File: src/common/gpio_port_pkg.sv
// package: register map, field layout and reset values of the gpio port
package gpio_port_pkg;
    // ========================================================
    // register word indices; the byte address is four times the index
    localparam logic [7:0] port0_direction_off    = 8'hB8;
    localparam logic [7:0] port1_direction_off    = 8'hC1;
    localparam logic [7:0] port2_direction_off    = 8'hC2;
    localparam logic [7:0] port5_direction_off    = 8'hC5;
    localparam logic [7:0] port0_data_off         = 8'hD0;
    localparam logic [7:0] port1_data_off         = 8'hD1;
    localparam logic [7:0] port2_data_off         = 8'hD2;
    localparam logic [7:0] port5_data_off         = 8'hD5;
    localparam logic [7:0] port0_pullup_off       = 8'hE0;
    localparam logic [7:0] port1_pullup_off       = 8'hE1;
    localparam logic [7:0] port2_pullup_off       = 8'hE2;
    localparam logic [7:0] port5_pullup_off       = 8'hE5;
    localparam logic [7:0] open_drain_control_off = 8'hE9;
    localparam logic [7:0] irq_enable_off         = 8'hF0;
    localparam logic [7:0] irq_flag_off           = 8'hF4;
    localparam logic [7:0] edge_select_off        = 8'hF8;
    localparam logic [7:0] pin_function_off       = 8'hFC;
    // ========================================================
    // implemented bit masks per port
    localparam logic [7:0] port0_mask = 8'h01;
    localparam logic [7:0] port1_mask = 8'h0D;
    localparam logic [7:0] port1_rd_mask = 8'h0F;
    localparam logic [7:0] port2_mask = 8'h3F;
    localparam logic [7:0] port5_mask = 8'h10;
    // ========================================================
    // field positions
    localparam int ext_irq_bit     = 0;
    localparam int timer_irq_bit   = 4;
    localparam int counter_irq_bit = 5;
    localparam int open_drain_bit  = 0;
    localparam int buzzer_sel_bit  = 0;
    localparam int pwm_sel_bit     = 1;
    localparam int counter_en_bit  = 2;
    localparam logic [7:0] irq_mask = 8'h31;
    // ========================================================
    // reset values and edge select codes
    localparam logic [7:0] reg_reset  = 8'h00;
    localparam logic [1:0] edge_reset = 2'h2;
    localparam logic [1:0] edge_rise  = 2'h1;
    localparam logic [1:0] edge_fall  = 2'h2;
    localparam logic [1:0] edge_both  = 2'h3;
    // ========================================================
    // high clock option codes
    typedef enum logic [2:0] {
        hclk_ihrc     = 3'h0,
        hclk_rc       = 3'h1,
        hclk_32k      = 3'h2,
        hclk_4m       = 3'h3,
        hclk_12m      = 3'h4,
        hclk_internal_rc_with_rtc = 3'h5
    } high_clk_e;
endpackage : gpio_port_pkg

File: src/verilog/gpio_port_block.sv
// gpio port block: apb registers, pin muxing and interrupt request flags
//
// The APB interface to the registers was chosen for this implementation.
`timescale 1ns/10ps
module gpio_port_block (
    input  wire logic        pclk,
    input  wire logic        presetn,
    input  wire logic        psel,
    input  wire logic        penable,
    input  wire logic        pwrite,
    input  wire logic [31:0] paddr,
    input  wire logic [31:0] pwdata,
    output logic      [31:0] prdata,
    output logic             pready,
    output logic             pslverr,
    input  wire logic        reset_pin_option,
    input  wire logic [2:0]  high_clk_option,
    input  wire logic        timer_overflow,
    input  wire logic        counter_overflow,
    input  wire logic        pwm_out_pin,
    input  wire logic        buzzer_out_pin,
    input  wire logic [7:0]  port0_in,
    input  wire logic [7:0]  port1_in,
    input  wire logic [7:0]  port2_in,
    input  wire logic [7:0]  port5_in,
    output logic      [7:0]  port0_out,
    output logic      [7:0]  port0_oe,
    output logic      [7:0]  port1_out,
    output logic      [7:0]  port1_oe,
    output logic      [7:0]  port2_out,
    output logic      [7:0]  port2_oe,
    output logic      [7:0]  port5_out,
    output logic      [7:0]  port5_oe,
    output logic      [7:0]  port0_pull_on,
    output logic      [7:0]  port1_pull_on,
    output logic      [7:0]  port2_pull_on,
    output logic      [7:0]  port5_pull_on,
    output logic             ext_reset_n,
    output logic             osc_in_take,
    output logic             osc_out_take,
    output logic             irq_vector_req
);
    // ========================================================
    // state
    typedef struct packed {
        logic [7:0] dir0, dir1, dir2, dir5;
        logic [7:0] dat0, dat1, dat2, dat5;
        logic [7:0] pu0, pu1, pu2, pu5;
        logic [7:0] odc;
        logic [7:0] ien;
        logic [7:0] flag;
        logic [7:0] vec;   // flag raised while its enable was set
        logic [1:0] edge_sel;
        logic [7:0] pinfn;
        logic [7:0] s1_0, s1_1, s1_2, s1_5;
        logic [7:0] s2_0, s2_1, s2_2, s2_5;
        logic       s1_rst, s2_rst;
        logic       int_prev;
        logic [31:0] rdata;
    } state_s;

    state_s q, d;

    function automatic logic [7:0] mix(input logic [7:0] dir,
                                       input logic [7:0] pin,
                                       input logic [7:0] lat,
                                       input logic [7:0] msk);
        mix = ((dir & lat) | (~dir & pin)) & msk;
    endfunction : mix

    // ========================================================
    // combinational
    logic       wr_en;
    logic       rd_en;
    logic [7:0] wb;
    logic [7:0] rb;
    logic       hit;
    logic       int_pin;
    logic       ext_edge;
    logic [7:0] ev;
    logic       od_on;
    logic       ctr_en;
    logic [7:0] p1rd;
    logic [7:0] clr;
    logic [7:0] idx;

    assign wr_en = psel & penable & pwrite;
    assign rd_en = psel & ~penable & ~pwrite;
    assign wb    = pwdata[7:0];
    assign idx   = paddr[9:2];
    assign int_pin = q.s2_0[0];
    assign od_on   = q.odc[gpio_port_pkg::open_drain_bit];
    assign ctr_en  = q.pinfn[gpio_port_pkg::counter_en_bit];

    always_comb begin
        d = q;
        ev = 8'h00;
        clr = 8'h00;
        hit = 1'b1;
        rb = 8'h00;
        ext_edge = 1'b0;
        // two-stage sync for all pins
        d.s1_0 = port0_in;
        d.s1_1 = port1_in;
        d.s1_2 = port2_in;
        d.s1_5 = port5_in;
        d.s2_0 = q.s1_0;
        d.s2_1 = q.s1_1;
        d.s2_2 = q.s1_2;
        d.s2_5 = q.s1_5;
        d.s1_rst = port1_in[1];
        d.s2_rst = q.s1_rst;
        d.int_prev = int_pin;
        // external edge only while the external interrupt enable bit (ien bit 0) is set
        if (q.ien[gpio_port_pkg::ext_irq_bit]) begin
            case (q.edge_sel)
                gpio_port_pkg::edge_rise: ext_edge = int_pin & ~q.int_prev;
                gpio_port_pkg::edge_fall: ext_edge = ~int_pin & q.int_prev;
                gpio_port_pkg::edge_both: ext_edge = int_pin ^ q.int_prev;
                default:                  ext_edge = 1'b0;
            endcase
        end
        ev[gpio_port_pkg::ext_irq_bit]     = ext_edge;
        ev[gpio_port_pkg::timer_irq_bit]   = timer_overflow;
        ev[gpio_port_pkg::counter_irq_bit] = counter_overflow;
        p1rd = mix(q.dir1 & gpio_port_pkg::port1_mask, q.s2_1, q.dat1,
                   gpio_port_pkg::port1_rd_mask);
        if (reset_pin_option) begin
            p1rd[1] = 1'b1;
        end
        case (idx)
            gpio_port_pkg::port0_direction_off: rb = q.dir0;
            gpio_port_pkg::port1_direction_off: rb = q.dir1;
            gpio_port_pkg::port2_direction_off: rb = q.dir2;
            gpio_port_pkg::port5_direction_off: rb = q.dir5;
            gpio_port_pkg::port0_data_off:
                rb = mix(q.dir0, q.s2_0, q.dat0, gpio_port_pkg::port0_mask);
            gpio_port_pkg::port1_data_off: rb = p1rd;
            gpio_port_pkg::port2_data_off:
                rb = mix(q.dir2, q.s2_2, q.dat2, gpio_port_pkg::port2_mask);
            gpio_port_pkg::port5_data_off:
                rb = mix(q.dir5, q.s2_5, q.dat5, gpio_port_pkg::port5_mask);
            gpio_port_pkg::port0_pullup_off,
            gpio_port_pkg::port1_pullup_off,
            gpio_port_pkg::port2_pullup_off,
            gpio_port_pkg::port5_pullup_off,
            gpio_port_pkg::open_drain_control_off: rb = 8'h00;
            gpio_port_pkg::irq_enable_off: rb = q.ien;
            gpio_port_pkg::irq_flag_off:   rb = q.flag;
            gpio_port_pkg::edge_select_off: rb = {3'h0, q.edge_sel, 3'h0};
            gpio_port_pkg::pin_function_off: rb = q.pinfn;
            default: hit = 1'b0;
        endcase
        if (paddr[31:10] != 22'h0 || paddr[1:0] != 2'h0) begin
            hit = 1'b0;
        end
        if (rd_en) begin
            d.rdata = hit ? {24'h000000, rb} : 32'h0;
        end
        if (wr_en && hit) begin
            case (idx)
                gpio_port_pkg::port0_direction_off:
                    d.dir0 = wb & gpio_port_pkg::port0_mask;
                gpio_port_pkg::port1_direction_off:
                    d.dir1 = wb & gpio_port_pkg::port1_mask;
                gpio_port_pkg::port2_direction_off:
                    d.dir2 = wb & gpio_port_pkg::port2_mask;
                gpio_port_pkg::port5_direction_off:
                    d.dir5 = wb & gpio_port_pkg::port5_mask;
                gpio_port_pkg::port0_data_off:
                    d.dat0 = wb & gpio_port_pkg::port0_mask;
                gpio_port_pkg::port1_data_off:
                    d.dat1 = wb & gpio_port_pkg::port1_mask;
                gpio_port_pkg::port2_data_off:
                    d.dat2 = wb & gpio_port_pkg::port2_mask;
                gpio_port_pkg::port5_data_off:
                    d.dat5 = wb & gpio_port_pkg::port5_mask;
                gpio_port_pkg::port0_pullup_off:
                    d.pu0 = wb & gpio_port_pkg::port0_mask;
                gpio_port_pkg::port1_pullup_off:
                    d.pu1 = wb & gpio_port_pkg::port1_mask;
                gpio_port_pkg::port2_pullup_off:
                    d.pu2 = wb & gpio_port_pkg::port2_mask;
                gpio_port_pkg::port5_pullup_off:
                    d.pu5 = wb & gpio_port_pkg::port5_mask;
                gpio_port_pkg::open_drain_control_off:
                    d.odc = wb & 8'h01;
                gpio_port_pkg::irq_enable_off:
                    d.ien = wb & gpio_port_pkg::irq_mask;
                gpio_port_pkg::irq_flag_off:
                    clr = ~wb & gpio_port_pkg::irq_mask;
                gpio_port_pkg::edge_select_off:
                    d.edge_sel = wb[4:3];
                gpio_port_pkg::pin_function_off:
                    d.pinfn = wb & 8'h07;
                default: d.pinfn = q.pinfn;
            endcase
        end
        // set beats clear; timer and counter flags set even with enable low
        d.flag = (q.flag & ~clr) | ev;
        // vectoring only for events seen while enabled
        d.vec = ((q.vec & ~clr) | (ev & q.ien)) & d.flag & d.ien;
    end

    // ========================================================
    // registers
    always_ff @(posedge pclk or negedge presetn) begin
        if (!presetn) begin
            q <= '0;
            q.edge_sel <= gpio_port_pkg::edge_reset;
        end else begin
            q <= d;
        end
    end

    // ========================================================
    // pin drive
    logic p10_dir;
    logic osc_in_sel;
    logic osc_out_sel;
    assign p10_dir = q.dir1[0];
    always_comb begin
        osc_in_sel = 1'b0;
        osc_out_sel = 1'b0;
        case (high_clk_option)
            gpio_port_pkg::hclk_rc: osc_in_sel = 1'b1;
            gpio_port_pkg::hclk_32k,
            gpio_port_pkg::hclk_4m,
            gpio_port_pkg::hclk_12m,
            gpio_port_pkg::hclk_internal_rc_with_rtc: begin
                osc_in_sel = 1'b1;
                osc_out_sel = 1'b1;
            end
            default: osc_in_sel = 1'b0;
        endcase
    end

    always_comb begin
        port0_out = q.dat0;
        port0_oe  = q.dir0;
        port2_out = q.dat2;
        port2_oe  = q.dir2;
        port5_out = q.dat5;
        port5_oe  = q.dir5;
        port1_out = q.dat1 & gpio_port_pkg::port1_mask;
        port1_oe  = q.dir1 & gpio_port_pkg::port1_mask;
        // open drain: drive only a low; mode otherwise from direction
        if (od_on) begin
            port1_out[0] = 1'b0;
            port1_oe[0]  = p10_dir & ~q.dat1[0];
        end
        // oscillator pins are released to the analog pads
        if (osc_in_sel) begin
            port1_oe[3] = 1'b0;
        end
        if (osc_out_sel) begin
            port1_oe[2] = 1'b0;
        end
        if (ctr_en && q.pinfn[gpio_port_pkg::pwm_sel_bit]) begin
            port5_out[4] = pwm_out_pin;
        end else if (ctr_en && q.pinfn[gpio_port_pkg::buzzer_sel_bit]) begin
            port5_out[4] = buzzer_out_pin;
        end
        // a pull-up on an output pin would fight the driver
        port0_pull_on = q.pu0 & ~q.dir0;
        port1_pull_on = q.pu1 & ~q.dir1 & gpio_port_pkg::port1_mask;
        port2_pull_on = q.pu2 & ~q.dir2;
        port5_pull_on = q.pu5 & ~q.dir5;
        if (od_on) begin
            port1_pull_on[0] = 1'b0;
        end
    end

    assign ext_reset_n  = reset_pin_option ? q.s2_rst : 1'b1;
    assign osc_in_take  = osc_in_sel;
    assign osc_out_take = osc_out_sel;
    assign irq_vector_req = |q.vec;
    assign prdata  = q.rdata;
    assign pready  = 1'b1;
    assign pslverr = psel & penable & ~hit;

    // ========================================================
    // checks
    property p_dir_reset;
        @(posedge pclk) $rose(presetn) |-> (port0_oe == 8'h00
            && port2_oe == 8'h00 && port5_oe == 8'h00);
    endproperty
    a_dir_reset: assert property (p_dir_reset)
        else $error("outputs enabled after reset");

    property p_pull_input;
        @(posedge pclk) disable iff (!presetn)
            (port2_pull_on & port2_oe) == 8'h00;
    endproperty
    a_pull_input: assert property (p_pull_input)
        else $error("pull-up active on output pin");

    property p_in_only;
        @(posedge pclk) disable iff (!presetn)
            !port1_oe[1] && !port1_pull_on[1];
    endproperty
    a_in_only: assert property (p_in_only)
        else $error("input-only pin driven or pulled");

    property p_od_high;
        @(posedge pclk) disable iff (!presetn)
            (od_on && q.dat1[0]) |-> !port1_oe[0];
    endproperty
    a_od_high: assert property (p_od_high)
        else $error("open drain drove a high");

    property p_od_wo;
        @(posedge pclk) disable iff (!presetn)
            (rd_en && idx == gpio_port_pkg::open_drain_control_off)
            |=> prdata == 32'h00000000;
    endproperty
    a_od_wo: assert property (p_od_wo)
        else $error("open drain register readable");

    property p_flag_set;
        @(posedge pclk) disable iff (!presetn)
            counter_overflow |=> q.flag[gpio_port_pkg::counter_irq_bit];
    endproperty
    a_flag_set: assert property (p_flag_set)
        else $error("counter flag not set by overflow");

    property p_stale;
        @(posedge pclk) disable iff (!presetn)
            (!q.ien[gpio_port_pkg::counter_irq_bit] && !q.vec[5]
             && !counter_overflow) ##1 !counter_overflow |-> !q.vec[5];
    endproperty
    a_stale: assert property (p_stale)
        else $error("stale flag started vectoring");

    property p_p11;
        @(posedge pclk) disable iff (!presetn)
            (reset_pin_option && rd_en
             && idx == gpio_port_pkg::port1_data_off)
            |=> prdata[1];
    endproperty
    a_p11: assert property (p_p11)
        else $error("input-only bit not read as one");

    property p_edge_reset;
        @(posedge pclk) $rose(presetn) |-> q.edge_sel == 2'h2;
    endproperty
    a_edge_reset: assert property (p_edge_reset)
        else $error("edge select reset wrong");
endmodule : gpio_port_block
File: config.mk
export PLATFORM = sky130hd
export DESIGN_NAME = gpio_port_block
export DESIGN_NICKNAME = d
export VERILOG_FILES = /design/src/common/gpio_port_pkg.sv /design/src/verilog/gpio_port_block.sv
export SDC_FILE = /design/constraint.sdc
export NUM_CORES = 1
export LEC_CHECK = 0
export ABC_AREA = 1
export BUFFER_PORTS_ARGS = -buffer_cell sky130_fd_sc_hd__buf_4
export CORE_ASPECT_RATIO = 0.6
export CORE_MARGIN = 1.5
export CORE_UTILIZATION = 46
export DETAILED_ROUTE_END_ITERATION = 6
export GPL_TIMING_DRIVEN = 0
export HOLD_SLACK_MARGIN = 0.15
export PLACE_DENSITY = 0.89
export SLEW_MARGIN = 20
export SYNTH_ARGS = -nofsm -noshare
export SYNTH_HDL_FRONTEND = slang
export SYNTH_SLANG_ARGS = --single-unit
File: constraint.sdc
create_clock -name pclk -period 2.1 [get_ports pclk]
set_clock_uncertainty 0.05 [all_clocks]
set_input_delay 0.42 -clock pclk [delete_from_list [all_inputs] [get_ports pclk]]
set_output_delay 0.42 -clock pclk [all_outputs]
set_load 0.01 [all_outputs]
==> Yosys cells after proc, flatten, opt, wreduce, memory -nomap -nowiden <==
Cells that the tools add are included.
{ "word_totals": {"regBits": 130, "latch_bits": 0, "ram_bits": 0, "rom_bits": 0, "in_bits": 109, "out_inout_bits": 134, "wordCells": 145, "mem_count": 0} }
{ "op_classes": {"n_addsub": 0, "multipliers": 0, "div_mod_pow": 0, "order_cmp": 0, "n_eq_ne": 25, "shift": 0, "mux": 21, "n_bitwise": 44, "n_reduce_logical": 25} }
{ "ops": {"columns": ["cell", "count"], "rows": [
  ["== test 8 bit, second input constant", 17],
  ["case mux 8 bit (12 select lines)", 1],
  ["bitwise AND 8 bit", 4],
  ["AND reduction 2 bit", 15],
  ["two-way mux 8 bit", 3],
  ["nonzero test 22 bit", 1],
  ["OR reduction 17 bit", 1],
  ["bitwise AND 6 x 8 -> 8 bit", 2],
  ["two-way mux 1 bit", 14],
  ["bitwise AND 4 bit", 3],
  ["bitwise AND 6 bit", 2],
  ["two-way mux 6 bit", 2],
  ["bitwise AND 1 bit", 10],
  ["bitwise AND 5 bit", 2],
  ["bitwise AND 1 x 8 -> 8 bit", 1],
  ["bitwise AND 5 x 8 -> 8 bit", 1],
  ["NOT 1 -> 8 bit", 1],
  ["NOT 5 -> 8 bit", 1],
  ["NOT 6 -> 8 bit", 1],
  ["NOT 8 bit", 1],
  ["OR 8 x 6 -> 8 bit", 1],
  ["OR 8 bit", 1],
  ["OR reduction 8 bit", 1],
  ["== test 3 x 2 -> 1 bit, second input constant", 2],
  ["other kinds (18)", 27]
]} }

==> Longest topological paths before layout <==
{ "depth": {"word_depth": 11, "mapped_depth": 14, "depth_no_buf": 13} }

==> Worst setup path before layout <==
No wires, ideal clock.
{ "synth_path": {"kind": "input to output", "start": "input port paddr[8]", "end": "output port pslverr", "t_arrival_ns": 1.589, "required_ns": 1.630, "path_slack_ns": 0.041, "stages": 11, "n_path_buf": 1, "path_cell_list": "nand2_2 > inv_2 > nand2_2 > inv_2 > nand2_1 > nand2_1 > nor2_1 > nand3_2 > and2_1 > clkbuf_1 > nor2_1"} }
{ "synth_between": {"elab_chain_cells": 6, "word_cells_on_any_way": 22, "cone_classes": "eq/ne: 17; mux: 2; bitwise: 2; reduce/logical: 1"} }
{ "synth_rtl": {"columns": ["element", "line_no", "text"], "rows": [
  ["start: declaration", "gpio_port_block.sv:11", "input wire logic [31:0] paddr,"],
  ["== test 8 bit (on tied branches)", null, null],
  ["OR reduction 17 bit (no line) (*)", null, null],
  ["two-way mux 1 bit (*)", "gpio_port_block.sv:131", "case (idx)"],
  ["two-way mux 1 bit (*)", "gpio_port_block.sv:154", "if (paddr[31:10] != 22'h0 || paddr[1:0] != 2'h0) begin"],
  ["NOT 1 bit (*)", "gpio_port_block.sv:280", "assign pslverr = psel & penable & ~hit;"],
  ["bitwise AND 1 bit (*)", "gpio_port_block.sv:280", null],
  ["end: declaration", "gpio_port_block.sv:15", "output logic pslverr,"]
]} }
Every way passes the cells marked *; elsewhere a longest branch is shown, timed or not.

==> Worst setup path in the final report <==
{ "layout_path": {"start": "input port paddr[7]", "end": "output port pslverr"} }
Same word-level chain as after synthesis.

==> impl_metrics.prom <==
# TYPE chip_impl_metric gauge
chip_impl_metric{name="synth-xor-area-share",unit=""} 0
chip_impl_info{name="hold_class",value="input pin to asynchronous set/reset pin"} 1
chip_impl_metric{name="syn-mean-instance-area",unit="um^2"} 8.02
chip_impl_metric{name="timing_worst_slew_pin_value",unit="ns"} 0.969
chip_impl_info{name="cp_slowest_cell",value="nor2_4"} 1
chip_impl_info{name="ys_top_cells_by_area",value="dfrtp_1 42%, buf_4 18%, nand2_1 9.1%"} 1
chip_impl_metric{name="detailed_place_hpwl",unit="um"} 9220
chip_impl_metric{name="finalSetupViolations",unit=""} 0
chip_impl_metric{name="hold_slack",unit="ns"} 0.157
chip_impl_metric{name="cp_data_required_time",unit="ns"} 1.63
chip_impl_metric{name="clkSinkCount",unit=""} 79
chip_impl_info{name="status",value="finished, final reports clean"} 1
chip_impl_metric{name="synthToLayoutAreaGrowth",unit="%"} 39.7
chip_impl_info{name="cts-root-buf",value="clkbuf_16"} 1
chip_impl_metric{name="tritoncts.num_buffers",unit=""} 9
chip_impl_metric{name="grt_pass1_vias",unit=""} 3722
chip_impl_info{name="critical-path-top-cell-by-count",value="nor2_4"} 1
chip_impl_metric{name="placement_rows",unit=""} 28
chip_impl_metric{name="timing.max_slew.rel_slack",unit=""} 0.354
chip_impl_metric{name="path_clk_slew",unit="ns"} 0.06
chip_impl_metric{name="yosysUniqueCellTypes",unit=""} 41
chip_impl_metric{name="dieArea",unit="mm^2"} 0.0107
chip_impl_metric{name="power.clock.fraction",unit=""} 0.425
chip_impl_metric{name="yosysWarnings",unit=""} 0
chip_impl_metric{name="min_period",unit="ns"} 2.05
chip_impl_metric{name="cts-root-to-sink-buffers",unit=""} 2
chip_impl_metric{name="chip_width",unit="um"} 132
chip_impl_metric{name="antenna_left",unit=""} 0
chip_impl_metric{name="drt-pass1-iter-count",unit=""} 5
chip_impl_metric{name="critical_path_arrival",unit="ns"} 1.58
chip_impl_metric{name="grt_overflow_total",unit=""} 0
chip_impl_metric{name="path_max_fanout",unit=""} 5
chip_impl_metric{name="grt_max_degree",unit=""} 80
chip_impl_metric{name="first_iter_violations",unit=""} 313
chip_impl_metric{name="antenna_found_initial",unit=""} 0
chip_impl_metric{name="timing_max_transition_violations_final",unit=""} 0
chip_impl_metric{name="dp_slack",unit="ns"} -0.321
chip_impl_info{name="post-synth-top-area-cell",value="dfrtp_1"} 1
chip_impl_metric{name="gpl_wtd_cong",unit=""} 0.912
chip_impl_info{name="tritoncts",value="built"} 1
chip_impl_metric{name="grtUsageTotal",unit=""} 0.223
chip_impl_metric{name="finalNetCount",unit=""} 910
chip_impl_metric{name="post-layout-total-power",unit="mW"} 3.51
chip_impl_metric{name="muxShareOfSynthArea",unit=""} 0.00461
chip_impl_metric{name="irDropWorstVdd",unit="V"} 0.000353
chip_impl_metric{name="initial_core_util",unit=""} 0.470
chip_impl_metric{name="filler_cell_count",unit=""} 809
chip_impl_metric{name="number_of_h_tree_levels",unit=""} 3
chip_impl_metric{name="critPathBufInv",unit=""} 3
chip_impl_metric{name="synth_compound_area_frac",unit=""} 0.0966
chip_impl_metric{name="io-pin-count",unit=""} 243
chip_impl_metric{name="synth_top_area_share",unit=""} 0.423
chip_impl_metric{name="period_share",unit=""} 0.975
chip_impl_metric{name="postSynthRegisterBits",unit=""} 79
chip_impl_metric{name="post_synth_inst_count",unit=""} 575
chip_impl_metric{name="p_sw_frac",unit=""} 0.252
chip_impl_metric{name="fin_area",unit="mm^2"} 0.00644
chip_impl_metric{name="vias",unit=""} 4204
chip_impl_info{name="worst_setup_end_kind",value="output pin"} 1
chip_impl_metric{name="fmaxAchievable",unit="MHz"} 488
chip_impl_metric{name="p_int",unit="mW"} 2.63
chip_impl_info{name="critical_path.top_delay_family",value="simple AND/OR/NAND/NOR gates"} 1
chip_impl_metric{name="timing.critical_path.slowest_cell_delay",unit="ns"} 0.23
chip_impl_metric{name="synth_seq_area_share",unit=""} 0.429
chip_impl_metric{name="synth.cell_area",unit="mm^2"} 0.00461
chip_impl_metric{name="dpl_cell_area",unit="mm^2"} 0.00590
chip_impl_metric{name="post-route-drc-count",unit=""} 0
chip_impl_metric{name="fraction_of_the_mapped_netlist_area_in_adder_cells",unit=""} 0.00542
chip_impl_metric{name="die-height",unit="um"} 80.6
chip_impl_metric{name="clk-insertion-delay-late",unit="ns"} 0.34
chip_impl_metric{name="port-buffer-count",unit=""} 105
chip_impl_metric{name="power_leakage",unit="nW"} 3.52
chip_impl_metric{name="pwr-share-comb",unit=""} 0.132
chip_impl_info{name="cell_breakdown_of_the_critical_path",value="buf_4 > inv_2 > nand2_1 > nor2_4 > nand2_4 > nand3_1 > nor2_1 > nand3_2 > and2_4 > nor2_4 > buf_6"} 1
chip_impl_metric{name="wire_per_inst",unit="um"} 12.7
chip_impl_metric{name="switchingPower",unit="uW"} 886
chip_impl_metric{name="layout_setup_ws",unit="ns"} 0.0524
chip_impl_info{name="combinational_family_with_the_most_area_after_synthesis",value="buffers and inverters"} 1
chip_impl_metric{name="power.density",unit="mW/mm^2"} 545
chip_impl_metric{name="cap_viol_max_count",unit=""} 0
chip_impl_metric{name="utilization",unit=""} 0.657
chip_impl_info{name="timing.critical_path.from_type",value="input pin"} 1
chip_impl_info{name="most_used_cells_in_the_layout_excluding_fill_and_tap_cells",value="226 x buf_4, 108 x nand2_1, 90 x conb_1"} 1
chip_impl_metric{name="final-hold-violation-count",unit=""} 0
chip_impl_metric{name="postRouteWirelength",unit="um"} 11900
chip_impl_info{name="worstSetupPathType",value="input pin to output pin"} 1
chip_impl_metric{name="routed_via_density",unit=""} 4.48
chip_impl_metric{name="post_route_cells_drive_above_1_share",unit=""} 0.357
chip_impl_metric{name="post_synth_and_or_nand_nor_area_fraction",unit=""} 0.213
chip_impl_metric{name="core_region_area",unit="mm^2"} 0.00981
chip_impl_info{name="final_common_cell",value="buf_4"} 1
chip_impl_metric{name="grt_first_pass_wirelength",unit="um"} 18400
chip_impl_metric{name="p_seq_frac",unit=""} 0.443
chip_impl_metric{name="insertedDiodeCount",unit=""} 0
==> power groups by stage <==
stage / sequential [mW] / combinational [mW] / clock (mW)
floorplan: 1.58 / 0.255 / 0
global placement: 1.58 / 0.415 / 0
detailed placement: 1.58 / 0.419 / 0
CTS: 1.56 / 0.443 / 1.52
global route: 1.56 / 0.507 / 1.58
finish: 1.56 / 0.464 / 1.49
==> cell usage after synthesis (all sizes together) <==
cell	instances
dfrtp	78
and2	2
clkbuf	3
o221ai	2
o21ai	55
o211ai	2
inv	66
buf	120
a211oi	1
o2111ai	2
nor3b	1
a21boi	2
nor2	71
a31oi	1
a221oi	1
dfstp	1
mux2	1
nand3	12
nand2	118
nor4	4
mux2i	1
o32ai	2
ha	2
nand4	6
nand3b	1
nor3	5
a21oi	8
conb	2
o22ai	4
or3	1
==> routing by layer <==
metal | wire length, um | share of wire | global-route usage
met1 | 5200 | 0.44 | 0.304
met2 | 5360 | 0.45 | 0.332
met3 | 1150 | 0.097 | 0.0833
met4 | 195 | 0.016 | 0.0615
met5 | 0 | 0 | 0
==> path summary, 6_finish.rpt <==
kind	cells past startpoint	start	endpoint	slack, ns
max	11	paddr[7]	pslverr	0.05
max reg2reg	7	port0_oe[0]	prdata[0]	0.62
min in group pclk	3	timer_overflow	q[121]	0.25
max in group asynchronous	1	presetn	q[107]	1.18
min	1	presetn	q[151]	0.16
min reg2reg	0	d[54]	q[54]	0.30
==> sequential cells by signal, indices dropped and copies added (netlist names) <==
signal     count
q             40
ctr_en         1
d             13
port2_out      6
od_on          1
prdata         6
port5_oe       1
port1_out      2
p10_dir        1
port2_oe       6
port0_oe       1
port0_out      1
==> through the flow <==
step / instances / TNS, ns
3_5_place_dp: 903 / -2.91
2_1_floorplan: 663 / 0
5_1_grt: 939 / -0.0119
4_1_cts: 934 / 0
6_report: 939 / 0
3_3_place_gp: 903 / -2.15
==> area by class of cell <==
| cell class | count | area, um^2 | share of cell area |
|---|---|---|---|
| clock inverters | 6 | 52.6 | 0.00815 |
| clock buffers | 10 | 239 | 0.0371 |
| flip-flops and latches | 79 | 1980 | 0.307 |
| well taps | 135 | 169 | 0.0262 |
| inverters | 66 | 250 | 0.0388 |
| multi-input cells | 395 | 1870 | 0.291 |
| plain buffers | 122 | 903 | 0.140 |
| repair buffers | 126 | 980 | 0.152 |
==> cell families (layout without fill, tap and decap cells) <==
family / Yosys count / count (layout)
multiplexers: 2 / 2
AO/OA/AOI/OAI: 80 / 80
buffers and inverters: 189 / 330
other: 2 / 90
adder cells (fa/ha/maj): 2 / 2
AND/OR/NAND/NOR: 221 / 221
flip-flops: 79 / 79
==> timing repair <==
action	CTS	global route
endpoints found under the setup margin	1	16
buffers inserted	4	5
hold buffers	12	0
resized for setup	9	12
endpoints found under the hold margin	12	0
pin swaps	3	7
No activity file was read; power rests on OpenSTA's default activity.
